[config.mk]
export PLATFORM = sky130hd
export DESIGN_NAME = cpc_can_phy_control_register
export DESIGN_NICKNAME = d
export VERILOG_FILES = /design/src/cpc_pkg.sv /design/src/cpc_can_phy_control_register.sv
export SDC_FILE = /design/constraint.sdc
export NUM_CORES = 1
export LEC_CHECK = 0
export ABC_AREA = 1
export ABC_CLOCK_PERIOD_IN_PS = 3930
export BUFFER_PORTS_ARGS = -buffer_cell sky130_fd_sc_hd__clkbuf_2
export CAP_MARGIN = 20
export CORE_UTILIZATION = 59
export CTS_CLUSTER_DIAMETER = 100
export DETAILED_ROUTE_END_ITERATION = 12
export PLACE_DENSITY = 0.83
export SYNTH_ARGS = -nofsm -noshare
export SYNTH_HDL_FRONTEND = slang
export SYNTH_SLANG_ARGS = --single-unit
[constraint.sdc]
create_clock -name clk_sys -period 3.93 [get_ports clk_sys]
set_input_delay 0.5895 -clock clk_sys [delete_from_list [all_inputs] [get_ports clk_sys]]
set_output_delay 0.5895 -clock clk_sys [all_outputs]
set_load 0.05 [all_outputs]
[src/cpc_pkg.sv]
// Constants, register map, field positions and carrier types for the
// transceiver control register block.
// Assumes a single 50 MHz system clock and an Avalon-MM register master.
package cpc_pkg;

  // Clock rate and the one microsecond tick derived from it.
  localparam int unsigned CLK_HZ = 50_000_000;
  localparam int unsigned TICK_NS = 1000;
  localparam int unsigned TICK_CYC = (TICK_NS * (CLK_HZ / 1_000_000)) / 1000;

  // Default bus-idle timeouts in microseconds before going off-line.
  localparam int unsigned T_OFFLINE_SHORT_US = 1000;
  localparam int unsigned T_OFFLINE_LONG_US = 4000;
  localparam int unsigned T_OFFLINE_EXT_US = 16000;
  localparam int unsigned TMO_W = 20;

  // Avalon byte offsets of the software-visible words.
  localparam logic [3:0] OFS_FRAME = 4'h0;
  localparam logic [3:0] OFS_CONTROL = 4'h4;
  localparam logic [3:0] OFS_STATUS = 4'h8;

  // Frame field positions.
  localparam int unsigned POS_SEL_HI = 15;
  localparam int unsigned POS_SEL_LO = 14;
  localparam int unsigned POS_RRS = 13;
  localparam int unsigned POS_RO = 12;

  // Control field positions within the 12 data bits.
  localparam int unsigned POS_KEEP = 11;
  localparam int unsigned POS_LISTEN = 10;
  localparam int unsigned POS_TMO = 9;
  localparam int unsigned POS_TXDIS = 8;
  localparam int unsigned POS_LOOP = 7;
  localparam int unsigned POS_ACTIVE = 6;
  localparam int unsigned POS_SPLIT = 5;

  localparam logic [1:0] SEL_CAN_PHY = 2'h3;
  localparam logic [11:0] CTRL_RESET = 12'h002;
  localparam logic [15:0] FRAME_RESET = 16'h0000;

  typedef enum logic [1:0] {
    XCVR_OFFLINE = 2'b00,
    XCVR_ONLINE = 2'b01,
    XCVR_LISTEN = 2'b10,
    XCVR_ACTIVE = 2'b11
  } cpc_xcvr_t;

  // Avalon-MM request from the master.
  typedef struct packed {
    logic [3:0] address;
    logic read;
    logic write;
    logic [31:0] writedata;
    logic [3:0] byteenable;
  } cpc_avs_req_t;

  // Inputs from the transceiver core and system logic, all asynchronous.
  typedef struct packed {
    logic bus_active;
    logic wake;
    logic sys_mode_ok;
    logic iface_fail;
    logic iface_good_rx;
    logic txd;
    logic bus_rxd;
  } cpc_pins_t;

  // Outputs towards the transceiver core.
  typedef struct packed {
    logic supply_on;
    logic tx_enable;
    logic rxd;
    logic split_oe;
    cpc_xcvr_t state;
  } cpc_xcvr_out_t;

endpackage

[src/cpc_can_phy_control_register.sv]
// Transceiver control register with frame decode, feedback and a small
// transceiver mode sequencer, reached over an Avalon-MM slave.
// Assumes one 50 MHz clock, pins asynchronous to it, and a master that
// holds its request until waitrequest is low.
//
// Functional notes
// - Frames with select bits 11 address this control register.
// - Readback select one returns feedback register 1, zero the control.
// - Read-only flag set returns data without storing; clear also stores.
// - Keep-on bit holds the CAN supply regulator on while off-line.
// - Listen-only select makes the transceiver leave off-line for listen-only, not on-line.
// - Listen-only select clears itself on entering on-line or active.
// - Timeout select picks long or short; after wake-up extended.
// - Go off-line from on-line or listen-only only after idle bus for timeout.
// - Transmitter disable bit set turns the transmitter off.
// - Loopback routes transmit to receive only while transmitter disabled.
// - Active enable works only in normal or flash system mode.
// - Split enable drives the split pin; otherwise it floats.
// - Interface failure disables transmitter without touching disable bit.
// - Correct-level traffic received clears the interface failure.
// - Setting then clearing transmitter disable also clears the failure.
// - Stored settings are readable through the feedback word.
//
// Design decisions made here: register access over Avalon-MM and the register addresses.
module cpc_can_phy_control_register
  import cpc_pkg::*;
#(
  parameter int unsigned OFFLINE_SHORT_US = T_OFFLINE_SHORT_US,
  parameter int unsigned OFFLINE_LONG_US = T_OFFLINE_LONG_US,
  parameter int unsigned OFFLINE_EXT_US = T_OFFLINE_EXT_US
) (
  input wire logic clk_sys,
  input wire logic rstn,
  input wire cpc_pkg::cpc_avs_req_t avs_req,
  output logic avs_waitrequest,
  output logic [31:0] avs_readdata,
  input wire logic [11:0] gp1_feedback,
  input wire cpc_pkg::cpc_pins_t pins,
  output cpc_pkg::cpc_xcvr_out_t xcvr
);
  import cpc_pkg::*;

  if (OFFLINE_SHORT_US == 0 || OFFLINE_LONG_US == 0 ||
      OFFLINE_EXT_US == 0 || OFFLINE_SHORT_US >= (1 << TMO_W) ||
      OFFLINE_LONG_US >= (1 << TMO_W) ||
      OFFLINE_EXT_US >= (1 << TMO_W)) begin : g_bad_timeout
    $error("Off-line timeouts must lie between 1 and 2**TMO_W-1 us.");
  end

  localparam logic [TMO_W-1:0] LIM_SHORT = TMO_W'(OFFLINE_SHORT_US);
  localparam logic [TMO_W-1:0] LIM_LONG = TMO_W'(OFFLINE_LONG_US);
  localparam logic [TMO_W-1:0] LIM_EXT = TMO_W'(OFFLINE_EXT_US);
  localparam int unsigned DIV_W = $clog2(TICK_CYC + 1);
  localparam logic [DIV_W-1:0] DIV_LAST = DIV_W'(TICK_CYC - 1);

  typedef struct packed {
    cpc_pins_t sync1;
    cpc_pins_t sync2;
    logic ack;
    logic [31:0] rdata;
    logic [11:0] ctrl;
    logic [15:0] resp;
    cpc_xcvr_t state;
    logic wake_ext;
    logic iface_fail;
    logic [DIV_W-1:0] div;
    logic [TMO_W-1:0] idle;
    logic rxd;
  } cpc_state_t;

  localparam cpc_state_t ST_RESET = '{
    sync1: '0,
    sync2: '0,
    ack: 1'b0,
    rdata: '0,
    ctrl: CTRL_RESET,
    resp: FRAME_RESET,
    state: XCVR_OFFLINE,
    wake_ext: 1'b0,
    iface_fail: 1'b0,
    div: '0,
    idle: '0,
    rxd: 1'b1
  };

  logic rst_meta_n;
  logic rst_n;
  cpc_state_t st_q;
  cpc_state_t st_d;

  // Reset is applied at once but released in step with the clock.
  always_ff @(posedge clk_sys or negedge rstn) begin
    if (!rstn) begin
      rst_meta_n <= 1'b0;
      rst_n <= 1'b0;
    end else begin
      rst_meta_n <= 1'b1;
      rst_n <= rst_meta_n;
    end
  end

  function automatic logic [11:0] ctrl_feedback(input logic [11:0] c);
    ctrl_feedback = c;
  endfunction

  logic req;
  logic frame_ok;
  logic store;
  logic [15:0] wframe;
  logic [11:0] new_ctrl;
  logic tick;
  logic [TMO_W-1:0] limit;
  logic want_active;
  cpc_pins_t p;

  assign req = avs_req.read | avs_req.write;
  assign p = st_q.sync2;
  assign wframe = avs_req.writedata[15:0];

  always_comb begin
    st_d = st_q;
    st_d.sync1 = pins;
    st_d.sync2 = st_q.sync1;
    frame_ok = 1'b0;
    store = 1'b0;
    new_ctrl = st_q.ctrl;

    // One wait cycle per access: read data is registered on the first
    // edge so it stands at the edge where waitrequest is low.
    st_d.ack = req & ~st_q.ack;
    if (req && !st_q.ack) begin
      unique case (avs_req.address)
        OFS_FRAME: st_d.rdata = {16'h0000, st_q.resp};
        OFS_CONTROL: st_d.rdata = {20'h0_0000, ctrl_feedback(st_q.ctrl)};
        OFS_STATUS: st_d.rdata = {26'h000_0000, st_q.state,
                                  st_q.iface_fail, st_q.wake_ext,
                                  xcvr.tx_enable, xcvr.supply_on};
        default: st_d.rdata = 32'h0000_0000;
      endcase
    end

    // A frame is taken only whole, with both low byte lanes, at the edge
    // where the slave ends the wait.
    if (avs_req.write && st_q.ack && avs_req.address == OFS_FRAME &&
        avs_req.byteenable[1:0] == 2'b11) begin
      frame_ok = (wframe[POS_SEL_HI:POS_SEL_LO] == SEL_CAN_PHY);
    end
    if (frame_ok) begin
      // Feedback carries the contents held before this frame.
      st_d.resp = {SEL_CAN_PHY, wframe[POS_RRS], wframe[POS_RO],
                   wframe[POS_RRS] ? gp1_feedback
                                   : ctrl_feedback(st_q.ctrl)};
      store = ~wframe[POS_RO];
    end
    if (store) begin
      new_ctrl = wframe[11:0];
    end

    // Host release: disable bit written from one to zero.
    if (store && st_q.ctrl[POS_TXDIS] && !new_ctrl[POS_TXDIS]) begin
      st_d.iface_fail = 1'b0;
    end
    if (p.iface_good_rx) begin
      st_d.iface_fail = 1'b0;
    end
    // A new failure wins over any clear in the same cycle.
    if (p.iface_fail) begin
      st_d.iface_fail = 1'b1;
    end

    // Microsecond tick for the idle timer.
    tick = (st_q.div == DIV_LAST);
    st_d.div = tick ? '0 : st_q.div + 1'b1;

    limit = st_q.wake_ext ? LIM_EXT
          : (st_q.ctrl[POS_TMO] ? LIM_LONG : LIM_SHORT);
    want_active = new_ctrl[POS_ACTIVE] & p.sys_mode_ok;

    if (p.bus_active || st_q.state == XCVR_OFFLINE) begin
      st_d.idle = '0;
    end else if (tick && st_q.idle != limit) begin
      st_d.idle = st_q.idle + 1'b1;
    end

    unique case (st_q.state)
      XCVR_OFFLINE: begin
        if (p.wake) begin
          st_d.wake_ext = 1'b1;
        end
        if (p.bus_active || p.wake) begin
          st_d.state = new_ctrl[POS_LISTEN] ? XCVR_LISTEN
                                            : XCVR_ONLINE;
        end
      end
      XCVR_ONLINE, XCVR_LISTEN: begin
        if (want_active) begin
          st_d.state = XCVR_ACTIVE;
        end else if (st_q.idle >= limit) begin
          st_d.state = XCVR_OFFLINE;
          st_d.wake_ext = 1'b0;
        end else if (st_q.state == XCVR_LISTEN &&
                     !new_ctrl[POS_LISTEN]) begin
          st_d.state = XCVR_ONLINE;
        end
      end
      XCVR_ACTIVE: begin
        if (!want_active) begin
          st_d.state = XCVR_ONLINE;
        end
      end
    endcase

    // Entering on-line or active drops listen-only, even over a write.
    if (st_d.state != st_q.state &&
        (st_d.state == XCVR_ONLINE || st_d.state == XCVR_ACTIVE)) begin
      new_ctrl[POS_LISTEN] = 1'b0;
    end
    st_d.ctrl = new_ctrl;

    st_d.rxd = (st_q.ctrl[POS_LOOP] && st_q.ctrl[POS_TXDIS]) ? p.txd
                                                             : p.bus_rxd;
  end

  always_ff @(posedge clk_sys or negedge rst_n) begin
    if (!rst_n) begin
      st_q <= ST_RESET;
    end else begin
      st_q <= st_d;
    end
  end

  assign avs_waitrequest = req & ~st_q.ack;
  assign avs_readdata = st_q.rdata;
  assign xcvr.supply_on = (st_q.state != XCVR_OFFLINE) |
                          st_q.ctrl[POS_KEEP];
  assign xcvr.tx_enable = (st_q.state == XCVR_ACTIVE) &
                          ~st_q.ctrl[POS_TXDIS] &
                          ~st_q.iface_fail;
  assign xcvr.rxd = st_q.rxd;
  assign xcvr.split_oe = st_q.ctrl[POS_SPLIT];
  assign xcvr.state = st_q.state;

endmodule

# Word level (Yosys, flattened, before mapping)
# Index checks and enable logic that the tools add are counted.
[op_classes]
add_sub_neg = 2
order_cmp = 1
n_eq_ne = 15
muxes = 26
bitwise = 10
reduce_logical = 24
[op_table]
columns = ["cell", "n"]
rows = [
  ["$pmux 16 s3", 1],
  ["$mux 20", 2],
  ["$mux 12", 2],
  ["$add 20x1->20 const B", 1],
  ["$ge 20x14->1", 1],
  ["$ne 20x14->1", 1],
  ["$mux 14", 1],
  ["$mux 2", 6],
  ["$mux 11", 1],
  ["$eq 2x2->1 const B", 5],
  ["$logic_and 1x1->1", 10],
  ["$mux 1", 10],
  ["$add 6x1->6 const B", 1],
  ["$eq 6x6->1 const B", 1],
  ["$mux 6", 1],
  ["$ne 2x2->1 const B", 3],
  ["$pmux 2 s3", 1],
  ["$reduce_bool 2->1", 3],
  ["$and 1x1->1", 4],
  ["$eq 2x1->1 const B", 2],
  ["$eq 4x3->1 const B", 1],
  ["$eq 4x4->1 const B", 1],
  ["$logic_not 4->1", 1],
  ["$not 1->1", 4],
  ["9 further kinds", 14],
]
[word_totals]
ff_bits = 107
in_bits = 63
output_inout_bits = 39

# Logic depth before layout (Yosys ltp)
# Gate-level depths: netlist (run 1).
[logic_depth]
depth_word = 16
ltp_mapped = 17
mapped_depth_nobuf = 17

# Worst setup path after synthesis (run 1)
# OpenSTA, ideal clock, no wires.
[synth_timing]
kind = "in2out"
startpoint = "input port avs_req[36] (netlist name)"
endpoint = "output port avs_waitrequest"
arrival_time_ps = 1367
required_ps = 3340
setup_slack_ps = 1973
cell_stages = 3
path_cell_list = "nor2_1 -> nor2_1 -> clkbuf_1"
[synth_via]
elab_chain_len = 2
[synth_lines]
columns = ["item", "line_no", "source"]
rows = [
  ["start: declaration", "cpc_can_phy_control_register.sv:34", "input wire cpc_pkg::cpc_avs_req_t avs_req,"],
  ["$or 1x1->1", "cpc_can_phy_control_register.sv:116", "assign req = avs_req.read | avs_req.write;"],
  ["$and 1x1->1", "cpc_can_phy_control_register.sv:232", "assign avs_waitrequest = req & ~st_q.ack;"],
  ["end: declaration", "cpc_can_phy_control_register.sv:35", "output logic avs_waitrequest,"],
]
# No other way between the ends.

# Worst setup path after layout (run 1)
[layout_timing]
startpoint = "register st_q[28] (netlist name)"
endpoint = "register st_q[13] (netlist name)"
[layout_via]
elab_chain_len = 4
[layout_lines]
columns = ["item", "line_no", "source"]
rows = [
  ["start: declaration", "cpc_can_phy_control_register.sv:88", "cpc_state_t st_q;"],
  ["start signal: assignment", "cpc_can_phy_control_register.sv:228", "st_q <= st_d;"],
  ["$mux 14", "cpc_can_phy_control_register.sv:175", "limit = st_q.wake_ext ? LIM_EXT"],
  ["$ne 20x14->1", "cpc_can_phy_control_register.sv:181", "end else if (tick && st_q.idle != limit) begin"],
  ["$logic_and 1x1->1", "cpc_can_phy_control_register.sv:181", ""],
  ["$reduce_bool 2->1 (no source line)", "--", ""],
]
# No other way between the ends.
# A chain may end at the register's enable or synchronous reset.

==> summary.txt, run 1 <==
Outcome: completed
Initial antenna violation count: 0
Power per cell area: 438 nW/um^2
Routed WL: 9670 um
Endpoint type of the worst setup path: flop
PnR worst setup slack: 1.57 ns
Max stage delay on crit path: 0.46 ns
Fill cells: 636
Final Setup Violations: 0
EDFF count, synth: 0
Final ANT Viol Nets: 0
Worst endpoint data arrival time: 2.67 ns
Final min period: 2.36 ns
Mapped Cells: 557
Post-synth top area share: 0.468
DIE WIDTH: 91.3 um
Hpwl dp: 7120 um
Rel. slew slack: 0.449
Antenna cells: 0
H-Tree Depth: 3
Cell family with most CP delay: simple AND/OR/NAND/NOR gates
CP Launch Type: flop
Cts bufs inserted: 9
Worst Hold Launch: pins[1]
Longest Clk Path Bufs: 2
DR iter-0 viols: 187
Post-synth ARST share: 1.00
Die span in y: 91.3 um
Max-cap violations: 0
CTS tree: done
Hold violation total from the final report: 0
RSZ-0062 raised after global routing: no
Post CTS Setup Buffer Count: 0
Routed via count: 3733
Synth Flop Type: dfrtp_1
Static Leak: 2.57 nW
Worst-skew pair later-pin latency: 0.37 ns
Final Cycle Share: 0.602
GRT Resource Usage Total: 0.249
Yosys reg bits: 90
Netlist cell types: 42
Starting Density: 0.609
Setup CP Type: reg2reg
First-pass iteration count of the detailed router: 4
GRT overflow: 0
First-pass GRT wire length: 16300 um
Hold crit path type: in2reg
CTS clk-pin slew, worst paths: 0.09 ns
Die area: 8340 sq um
Skew final: 0.00944 ns
Worst slew pin tran: 0.826 ns
Crit-path slowest cell: dfrtp_1
Vias in the first global route: 3574
Peak supply drop: 0.248 mV
Residual DRC: 0
GP Congestion: 0.884
Synth area leaders: dfrtp_1 (47%), nand2_1 (10%), buf_4 (5.7%)
Area Growth Syn to Fin: 9.75%
Setup TNS Final: 0 ns
Core Region: 7730 sq um
I/O Pins: 102
Worst Path Buf+Inv: 1
Pre-CTS setup slack: 1.34 ns
Post-synth top cells: nand2_1 (130), dfrtp_1 (88), inv_1 (67)
Port bufs: 67
Max-slew violations: 0
Post-synthesis sequential area ratio: 0.479
Min Hold Slack: 0.319 ns
Routed wire per std cell: 13.5 um
Tot Pwr: 0.00226 W
Layout cells sized above 1: 0.186
Row count: 32
Leading area contributor after synthesis: dfrtp_1
Crit-path max FO: 12
Req. time, crit path: 4.24 ns
Yosys warns: 0
CP Launch Point: st_q[28]
Fin nets: 684
Most frequent cell after synthesis: nand2_1
Cell Area, Synth: 4710 sq um
Via density per instance: 5.23
Root Driver: clkbuf_8
Highest clock rate: 423 MHz
Worst-path cell chain: inv_2, ha_1, nand2_1, nor2_1, nand2_1, nor2_1, nand3b_1, nand2_2, nand2_4, nand3_2, nor3_2, nand2_2, o21ai_1, nand2_1, nor2_1
Largest net degree at the start of global routing: 66
Reg-to-Reg Start: st_q[28]
Avg Cell Area, Syn: 8.46 sq um
TritonCTS Sinks: 90
cells by family after synthesis:
kind of cell               after synthesis  share of synthesized area
AOI/OAI and AO/OA                       93                      0.114
xor gates and xnor gates                 5                    0.00930
adders and majority gates               14                     0.0372
buffers and inverters                  117                      0.124
DFF                                     90                      0.479
other                                    2                    0.00159
and+or+nand+nor                        236                      0.235
final timing paths:
check | to | slack (ns) | cells after the start
min in group asynchronous | avs_readdata[1] | 0.44 | 0
max | st_q[13] | 1.57 | 15
max in group asynchronous | st_q[48] | 2.61 | 1
max reg2reg | st_q[13] | 1.57 | 15
min reg2reg | p[3] | 0.35 | 0
min | st_d[93] | 0.32 | 1
cell usage in the layout (no fill, tap or decap), types with 6 or more instances in the layout:
master | synthesis | layout
o211ai_1 | 9 | 9
o22ai_1 | 6 | 6
nand4_1 | 6 | 6
nand3_1 | 22 | 22
conb_1 | 2 | 17
dfrtp_1 | 88 | 87
clkbuf_8 | 0 | 9
clkbuf_2 | 0 | 67
inv_1 | 67 | 67
ha_1 | 14 | 14
nand2_1 | 130 | 130
nor3_1 | 13 | 13
o21ai_0 | 46 | 46
a21oi_1 | 14 | 14
nor2_1 | 35 | 35
flip-flops by register name, indices dropped and copies added (netlist names):
name,cells
rst_n,1
st_d,7
rst_meta_n,1
avs_readdata,15
xcvr,4
st_q,55
p,7
cell type report:
type / instances / area [sq um] / share of cell area
Clock inverter: 6 / 90.1 / 0.0174
Clock buffer: 10 / 128 / 0.0247
Multi-Input combinational cell: 365 / 1930 / 0.373
Timing Repair Buffer: 71 / 368 / 0.0712
Inverter: 70 / 268 / 0.0518
Tap cell: 102 / 128 / 0.0247
Sequential cell: 90 / 2260 / 0.437
worst register-to-register path, cell delays in order, from the launching register on:
cell      delay [ns]
dfrtp_1         0.46
inv_2           0.09
ha_1            0.30
nand2_1         0.07
nor2_1          0.04
nand2_1         0.09
nor2_1          0.07
nand3b_1        0.12
nand2_2         0.11
nand2_4         0.17
nand3_2         0.11
nor3_2          0.27
nand2_2         0.12
o21ai_1         0.14
nand2_1         0.06
nor2_1          0.08
metal layers:
layer,wire length [um],vias up,global-route usage
met5,0,-,0
met4,136,0,0.111
met3,522,12,0.0486
met2,4720,127,0.402
met1,4290,1741,0.329
li1,-,1853,-
report_power, final:
part	internal, W	switching [W]
clock network	0.000361	0.000337
logic	0.000151	0.000369
registers	0.000983	0.0000635
metrics by stage:
step	instances	cell area (sq um)	util
2_1_floorplan	572	4770	-
3_3_place_gp	697	4940	0.639
3_5_place_dp	697	4940	0.639
4_1_cts	714	5170	0.669
5_1_grt	714	5170	0.669
6_report	714	5170	0.669
repair_timing:
action	in CTS	in global routing
endpoints found under the hold margin	2	0
hold buffers	1	0
resized for setup	0	0
Note: power is estimated with default switching activity, not from simulation.
==> run 2: changes to the inputs <==
--- a/config.mk
+++ b/config.mk
@@ -5,14 +5,14 @@
 export SDC_FILE = /design/constraint.sdc
 export NUM_CORES = 1
 export LEC_CHECK = 0
-export ABC_AREA = 1
-export ABC_CLOCK_PERIOD_IN_PS = 3930
+export ABC_AREA = 0
+export ABC_CLOCK_PERIOD_IN_PS = 2300
 export BUFFER_PORTS_ARGS = -buffer_cell sky130_fd_sc_hd__clkbuf_2
 export CAP_MARGIN = 20
-export CORE_UTILIZATION = 59
+export CORE_UTILIZATION = 54
 export CTS_CLUSTER_DIAMETER = 100
 export DETAILED_ROUTE_END_ITERATION = 12
-export PLACE_DENSITY = 0.83
+export PLACE_DENSITY = 0.77
 export SYNTH_ARGS = -nofsm -noshare
 export SYNTH_HDL_FRONTEND = slang
 export SYNTH_SLANG_ARGS = --single-unit
==> constraint.sdc (replaced) <==
create_clock -name clk_sys -period 2.3 [get_ports clk_sys]
set_input_delay 0.345 -clock clk_sys [delete_from_list [all_inputs] [get_ports clk_sys]]
set_output_delay 0.345 -clock clk_sys [all_outputs]
set_load 0.05 [all_outputs]
==> summary.txt, run 2 <==
Outcome: finished, violations left (was completed)
Violated checks: negative setup slack
Max-cap violations: 0 (unchanged)
Psw: 0.00103 W (was 0.000770 W)
Power Internal: 0.00224 W (was 0.00149 W)
Core Region: 8220 sq um (was 7730 sq um)
Number of flip-flops in the largest register: 55 (unchanged)
Crit-path max FO: 6 (was 12)
Residual DRC: 0 (unchanged)
Worst Path Buf+Inv: 0 (was 1)
Skew final: 0.0141 ns (was 0.00944 ns)
Worst hold path cell count: 1 (unchanged)
Finished Cell Area: 5510 sq um (was 5170 sq um)
Largest net degree at the start of global routing: 51 (was 66)
Inst Count DP: 626 (was 697)
CP Depth: 8 (was 15)
Max-slew violations: 0 (unchanged)
Longest Clk Path Bufs: 2 (unchanged)
Worst-skew pair later-pin latency: 0.37 ns (about the same)
Final Setup Violations: 20 (was 0)
Initial antenna violation count: 0 (unchanged)
Highest clock rate: 403 MHz (was 423 MHz)
Req. time, crit path: 2.54 ns (was 4.24 ns)
Area Growth Syn to Fin: 19.9% (was 9.75%)
Peak supply drop: 0.453 mV (was 0.248 mV)
Vias in the first global route: 3412 (was 3574)
GRT Resource Usage Total: 0.239 (was 0.249)
CTS clk-pin slew, worst paths: 0.09 ns (about the same)
Worst slew pin tran: 0.519 ns (was 0.826 ns)
Clk network pwr share: 0.313 (was 0.308)
Die span in y: 94.3 um (was 91.3 um)
I/O Pins: 102 (unchanged)
Post-DP Area: 5150 sq um (was 4940 sq um)
Row count: 33 (was 32)
Setup TNS Final: -2.11 ns (was 0 ns)
Fin nets: 617 (was 684)
Crit-path slowest cell: or4_4 (was dfrtp_1)
Cell family with most CP delay: simple AND/OR/NAND/NOR gates (unchanged)
Starting Density: 0.560 (was 0.609)
Leading area contributor after synthesis: dfrtp_1 (unchanged)
Die area: 8890 sq um (was 8340 sq um)
Port bufs: 67 (unchanged)
RSZ-0062 raised after global routing: yes (was no)
Rel. slew slack: 0.654 (was 0.449)
Most common cell after layout, fill and taps aside: dfrtp_1 (was nand2_1)
Pre-CTS setup slack: -0.288 ns (was 1.34 ns)
Synth Flop Type: dfrtp_1 (unchanged)
First-pass iteration count of the detailed router: 4 (unchanged)
Layout cells sized above 1: 0.325 (was 0.186)
Yosys warns: 0 (unchanged)
Most frequent cell after synthesis: dfrtp_1 (was nand2_1)
Final core utilization: 0.671 (was 0.669)
Hold crit path type: in2reg (unchanged)
Reg2Reg Depth: 8 (was 15)
TritonCTS Sinks: 90 (unchanged)
GRT overflow: 0 (unchanged)
DR iter-0 viols: 183 (was 187)
Hpwl dp: 7200 um (was 7120 um)
First-pass GRT wire length: 16200 um (was 16300 um)
Via density per instance: 5.54 (was 5.23)
Final Cycle Share: 1.08 (was 0.602)
Worst-path cell chain: or2_4, ha_4, nand3b_1, or4_4, o2111a_2, and4_1, xnor2_1, nor2_1 (was inv_2, ha_1, nand2_1, nor2_1, nand2_1, nor2_1, nand3b_1, nand2_2, nand2_4, nand3_2, nor3_2, nand2_2, o21ai_1, nand2_1, nor2_1)
Endpoint type of the worst setup path: flop (unchanged)
CP Launch Type: flop (unchanged)
Root Driver: clkbuf_8 (unchanged)
H-Tree Depth: 3 (unchanged)
Post-synth top area share: 0.479 (was 0.468)
Final min period: 2.48 ns (was 2.36 ns)
Max stage delay on crit path: 0.56 ns (was 0.46 ns)
Post-synth top cells: dfrtp_1 (88), nand2_1 (51), nor2_1 (42) (was nand2_1 (130), dfrtp_1 (88), inv_1 (67))
Avg Cell Area, Syn: 10.2 sq um (was 8.46 sq um)
Routed via count: 3603 (was 3733)
Netlist cell types: 49 (was 42)
Cell Area, Synth: 4600 sq um (was 4710 sq um)
Logic pwr share: 0.178 (was 0.229)
Post-synth ARST share: 1.00 (unchanged)
DIE WIDTH: 94.3 um (was 91.3 um)
CTS tree: done (unchanged)
Flop pwr share: 0.508 (was 0.462)
Worst endpoint data arrival time: 2.72 ns (was 2.67 ns)
Final ANT Viol Nets: 0 (unchanged)
Post-synthesis sequential area ratio: 0.490 (was 0.479)
Antenna cells: 0 (unchanged)
Layout Cells excl Fill: 650 (was 714)
Routed WL: 10200 um (was 9670 um)
Cts bufs inserted: 9 (unchanged)
Hold violation total from the final report: 0 (unchanged)
Power per cell area: 594 nW/um^2 (was 438 nW/um^2)
Mapped Cells: 450 (was 557)
Commonest cells after routing, fill and taps aside: dfrtp_1 (87), clkbuf_2 (67), nand2_1 (48) (was nand2_1 (130), dfrtp_1 (87), inv_1 (67), clkbuf_2 (67), o21ai_0 (46))
Setup CP Type: reg2reg (unchanged)
GP Congestion: 0.888 (was 0.884)
Synth area leaders: dfrtp_1 (48%), buf_4 (5.9%), mux2i_1 (5.7%) (was dfrtp_1 (47%), nand2_1 (10%), buf_4 (5.7%))
EDFF count, synth: 0 (unchanged)
PnR worst setup slack: -0.180 ns (was 1.57 ns)
Sw frac: 0.316 (was 0.340)
Largest Register: st_q (unchanged)
Routed wire per std cell: 15.6 um (was 13.5 um)
Yosys reg bits: 90 (unchanged)
Static Leak: 2.72 nW (was 2.57 nW)
[run 2: cell count changes after synthesis, moves of 8 or more]
cell and delta:
nand2_1 -79, xor2_1 +8, a22o_1 +10, o21ai_0 -29, nand3_1 -17, nand4_1 +9, nor3_1 -9, inv_1 -53
mux2i_1 +26
[run 2: path summary, 6_finish.rpt]
kind	end	slack (ns)	start
hold / removal	st_d[95]	0.08	pins[3]
setup / recovery	st_q[17]	-0.18	st_q[28]
min in group asynchronous	rst_n	0.29	rstn
hold reg to reg	st_q[36]	0.30	rst_n
setup reg to reg	st_q[17]	-0.18	st_q[28]
max in group asynchronous	st_q[48]	1.32	rst_n
[run 2: cells by family (layout without fill, tap and decap cells)]
logic type,count (synthesis),count (layout),share of synthesized area
adder cells (fa/ha/maj),14,14,0.0381
flip-flops,90,90,0.490
AND/OR/NAND/NOR,155,155,0.169
other,2,17,0.00163
buffers and inverters,67,146,0.0890
XOR/XNOR,20,20,0.0381
multiplexers,33,33,0.0737
AO/OA/AOI/OAI,69,70,0.100
[run 2: power groups by stage]
stage / Combinational (W) / Clock (W) / Sequential, W
finish: 0.000585 / 0.00103 / 0.00167
global route: 0.000634 / 0.00110 / 0.00167
CTS: 0.000579 / 0.00103 / 0.00167
detailed placement: 0.000576 / 0 / 0.00170
global placement: 0.000563 / 0 / 0.00170
floorplan: 0.000421 / 0 / 0.00171
[run 2: per-layer routing]
layer | part of all wire | wire length (um) | track usage
met5 | 0 | 0 | 0
met4 | 0.019 | 192 | 0.0846
met3 | 0.051 | 516 | 0.0324
met2 | 0.48 | 4930 | 0.393
met1 | 0.45 | 4520 | 0.321
[run 2: cell type report]
class | instances | area, sq um
fillers | 671 | 2700
flip-flops and latches | 90 | 2260
multi-input cells | 309 | 2140
repair buffers | 116 | 738
clock buffers | 10 | 138
well taps | 105 | 131
inverters | 14 | 52.6
clock inverters | 6 | 50.0
[run 2: timing repair]
action / in CTS / in global routing
setup buffers: 1 / 6
pin swaps: 5 / 19
hold buffers: 1 / 0
cloned: 1 / 0
gates resized for setup: 8 / 19
endpoints found under the setup margin: 19 / 23
hold endpoints to repair: 2 / 0
[run 2: stage by stage]
step / total power, W / hold slack, ns
floorplan: 0.00213 / 0.0494
global placement: 0.00226 / 0.132
detailed placement: 0.00227 / 0.133
CTS: 0.00328 / 0.0718
global route: 0.00341 / 0.0703
finish: 0.00328 / 0.0765
==> run 3: changes to the inputs <==
--- a/config.mk
+++ b/config.mk
@@ -9,10 +9,11 @@
 export ABC_CLOCK_PERIOD_IN_PS = 2300
 export BUFFER_PORTS_ARGS = -buffer_cell sky130_fd_sc_hd__clkbuf_2
 export CAP_MARGIN = 20
-export CORE_UTILIZATION = 54
+export CORE_UTILIZATION = 40
 export CTS_CLUSTER_DIAMETER = 100
 export DETAILED_ROUTE_END_ITERATION = 12
-export PLACE_DENSITY = 0.77
+export PLACE_DENSITY = 0.59
+export REMOVE_ABC_BUFFERS = 1
 export SYNTH_ARGS = -nofsm -noshare
 export SYNTH_HDL_FRONTEND = slang
 export SYNTH_SLANG_ARGS = --single-unit
==> summary.txt, run 3 (same netlist as run 2, synthesis figures left out) <==
Area Growth Syn to Fin: 20.4% (was 19.9%)
Final core utilization: 0.502 (was 0.671)
GRT Resource Usage Total: 0.178 (was 0.239)
H-Tree Depth: 3 (unchanged)
Worst Path Buf+Inv: 1 (was 0)
DR iter-0 viols: 164 (was 183)
Reg-to-reg endpoint: st_q[13] (was st_q[17])
Fill cells: 1018 (was 671)
Global Route met2 Usage: 0.284 (was 0.393)
CP Launch Point: st_q[19] (was st_q[28])
Power per cell area: 652 nW/um^2 (was 594 nW/um^2)
Core Region: 11000 sq um (was 8220 sq um)
CP Launch Type: flop (unchanged)
Global-route track usage on met1: 0.225 (was 0.321)
Layout Cells excl Fill: 678 (was 650)
Routed WL: 10000 um (was 10200 um)
Initial antenna violation count: 0 (unchanged)
Worst-path cell chain: or4_4, or4_4, buf_6, o2111ai_4, or4_4, xnor2_2, nor2_1 (was or2_4, ha_4, nand3b_1, or4_4, o2111a_2, and4_1, xnor2_1, nor2_1)
Cts bufs inserted: 9 (unchanged)
Peak supply drop: 0.562 mV (was 0.453 mV)
Hold violation total from the final report: 0 (unchanged)
GRT overflow: 0 (unchanged)
Final Setup Violations: 0 (was 20)
Endpoint type of the worst setup path: flop (unchanged)
Max-cap violations: 0 (unchanged)
Final min period: 2.29 ns (was 2.48 ns)
Max-slew violations: 0 (unchanged)
R2R Setup Slk: 0.01 ns (was -0.18 ns)
Setup CP Type: reg2reg (unchanged)
Finished Cell Area: 5540 sq um (was 5510 sq um)
Setup TNS Final: 0 ns (was -2.11 ns)
Reg2Reg Depth: 7 (was 8)
RSZ-0062 raised after global routing: yes (unchanged)
Residual DRC: 0 (unchanged)
Number of flip-flops in the largest register: 55 (unchanged)
Most common cell after layout, fill and taps aside: dfrtp_1 (unchanged)
CTS clk-pin slew, worst paths: 0.07 ns (was 0.09 ns)
Hpwl dp: 7200 um (about the same)
I/O Pins: 102 (unchanged)
Root Driver: clkbuf_16 (was clkbuf_8)
Hold crit path type: in2reg (unchanged)
First-pass GRT wire length: 15900 um (was 16200 um)
Vias in the first global route: 3276 (was 3412)
Final ANT Viol Nets: 0 (unchanged)
Reg-to-Reg Start: st_q[19] (was st_q[28])
Routed via count: 3477 (was 3603)
Worst-skew pair later-pin latency: 0.35 ns (was 0.37 ns)
Post-DP Area: 5120 sq um (was 5150 sq um)
Fin nets: 610 (was 617)
Worst hold path cell count: 1 (unchanged)
Port bufs: 67 (unchanged)
Largest net degree at the start of global routing: 63 (was 51)
Static Leak: 2.72 nW (about the same)
Commonest cells after routing, fill and taps aside: dfrtp_1 (87), clkbuf_2 (67), nand2_1 (50) (was dfrtp_1 (87), clkbuf_2 (67), nand2_1 (48))
Die area: 11900 sq um (was 8890 sq um)
Die span in y: 109 um (was 94.3 um)
Inst Count DP: 658 (was 626)
Layout cells sized above 1: 0.299 (was 0.325)
Most common cell type on the critical path: or4_4
Cell family with most CP delay: simple AND/OR/NAND/NOR gates (unchanged)
CTS tree: done (unchanged)
Most Crowded Layer GR: met2 (unchanged)
Routed wire per std cell: 14.8 um (was 15.6 um)
Highest clock rate: 438 MHz (was 403 MHz)
Antenna cells: 0 (unchanged)
GP Congestion: 0.822 (was 0.888)
TritonCTS Sinks: 90 (unchanged)
Outcome: completed (was finished, violations left)
First-pass iteration count of the detailed router: 4 (unchanged)
Worst endpoint data arrival time: 2.51 ns (was 2.72 ns)
DIE WIDTH: 109 um (was 94.3 um)
Starting Density: 0.417 (was 0.560)
Longest Clk Path Bufs: 2 (unchanged)
Req. time, crit path: 2.52 ns (was 2.54 ns)
Crit-path max FO: 3 (was 6)
Via density per instance: 5.13 (was 5.54)
Skew final: 0.0121 ns (was 0.0141 ns)
Final Cycle Share: 0.994 (was 1.08)
Row count: 38 (was 33)
Max stage delay on crit path: 0.55 ns (was 0.56 ns)
Grt met3 use: 0.0496 (was 0.0324)
Hold EP: st_d[93] (was st_d[95])
Largest Register: st_q (unchanged)
Crit-path slowest cell: or4_4 (unchanged)
Worst Hold Launch: pins[1] (was pins[3])
==> run 3: cell count changes in the layout (fill, tap and decap cells not counted), sizes merged <==
| cell | delta |
|---|---|
| buf | -7 |
| clkinv | +1 |
| clkbuf | -1 |
| clkinvlp | -1 |
| inv | +1 |
==> run 3: worst max path at each step <==
stage,to,slack [ns],cells past startpoint
2_1_floorplan,st_q[43],-0.58,3
3_3_place_gp,st_q[57],-0.25,8
3_5_place_dp,st_q[57],-0.33,8
4_1_cts,st_q[17],-0.02,6
5_1_grt,st_q[17],-0.1,9
6_report,st_q[13],0.01,7
==> run 3: through the flow <==
stage	setup slack (ns)	power, W	hold slack (ns)
floorplan	-0.580	0.00206	0.0494
finish	0.0143	0.00361	0.0949
global route	-0.0957	0.00378	0.0872
detailed placement	-0.334	0.00227	0.132
global placement	-0.254	0.00226	0.131
CTS	-0.0157	0.00367	0.0825
==> run 3: area by class of cell <==
| type | instances | area [sq um] | area share |
|---|---|---|---|
| clock inverters | 7 | 52.6 | 0.00949 |
| clock buffers | 9 | 225 | 0.0407 |
| multi-input cells | 309 | 2100 | 0.379 |
| well taps | 140 | 175 | 0.0316 |
| flip-flops and latches | 90 | 2260 | 0.408 |
| repair buffers | 109 | 673 | 0.122 |
| inverters | 14 | 52.6 | 0.00949 |
==> run 3: repair_timing <==
item / in CTS / in global routing
setup endpoints to repair: 22 / 19
buffers inserted: 2 / 1
pin swaps: 9 / 24
gates cloned: 1 / 0
endpoints found under the hold margin: 2 / 0
gates resized for setup: 14 / 7
hold buffers: 1 / 0
==> run 3: where the power goes <==
group | total, W | switching, W | internal [W]
registers | 0.00166 | 0.0000327 | 0.00163
logic | 0.000572 | 0.000394 | 0.000178
clock network | 0.00138 | 0.000636 | 0.000739
==> run 3: layer usage <==
metal  wire [um]  vias up
met1        4560     1678
met5           0        -
met2        4760       90
met3         514       15
li1            -     1694
met4         213        0
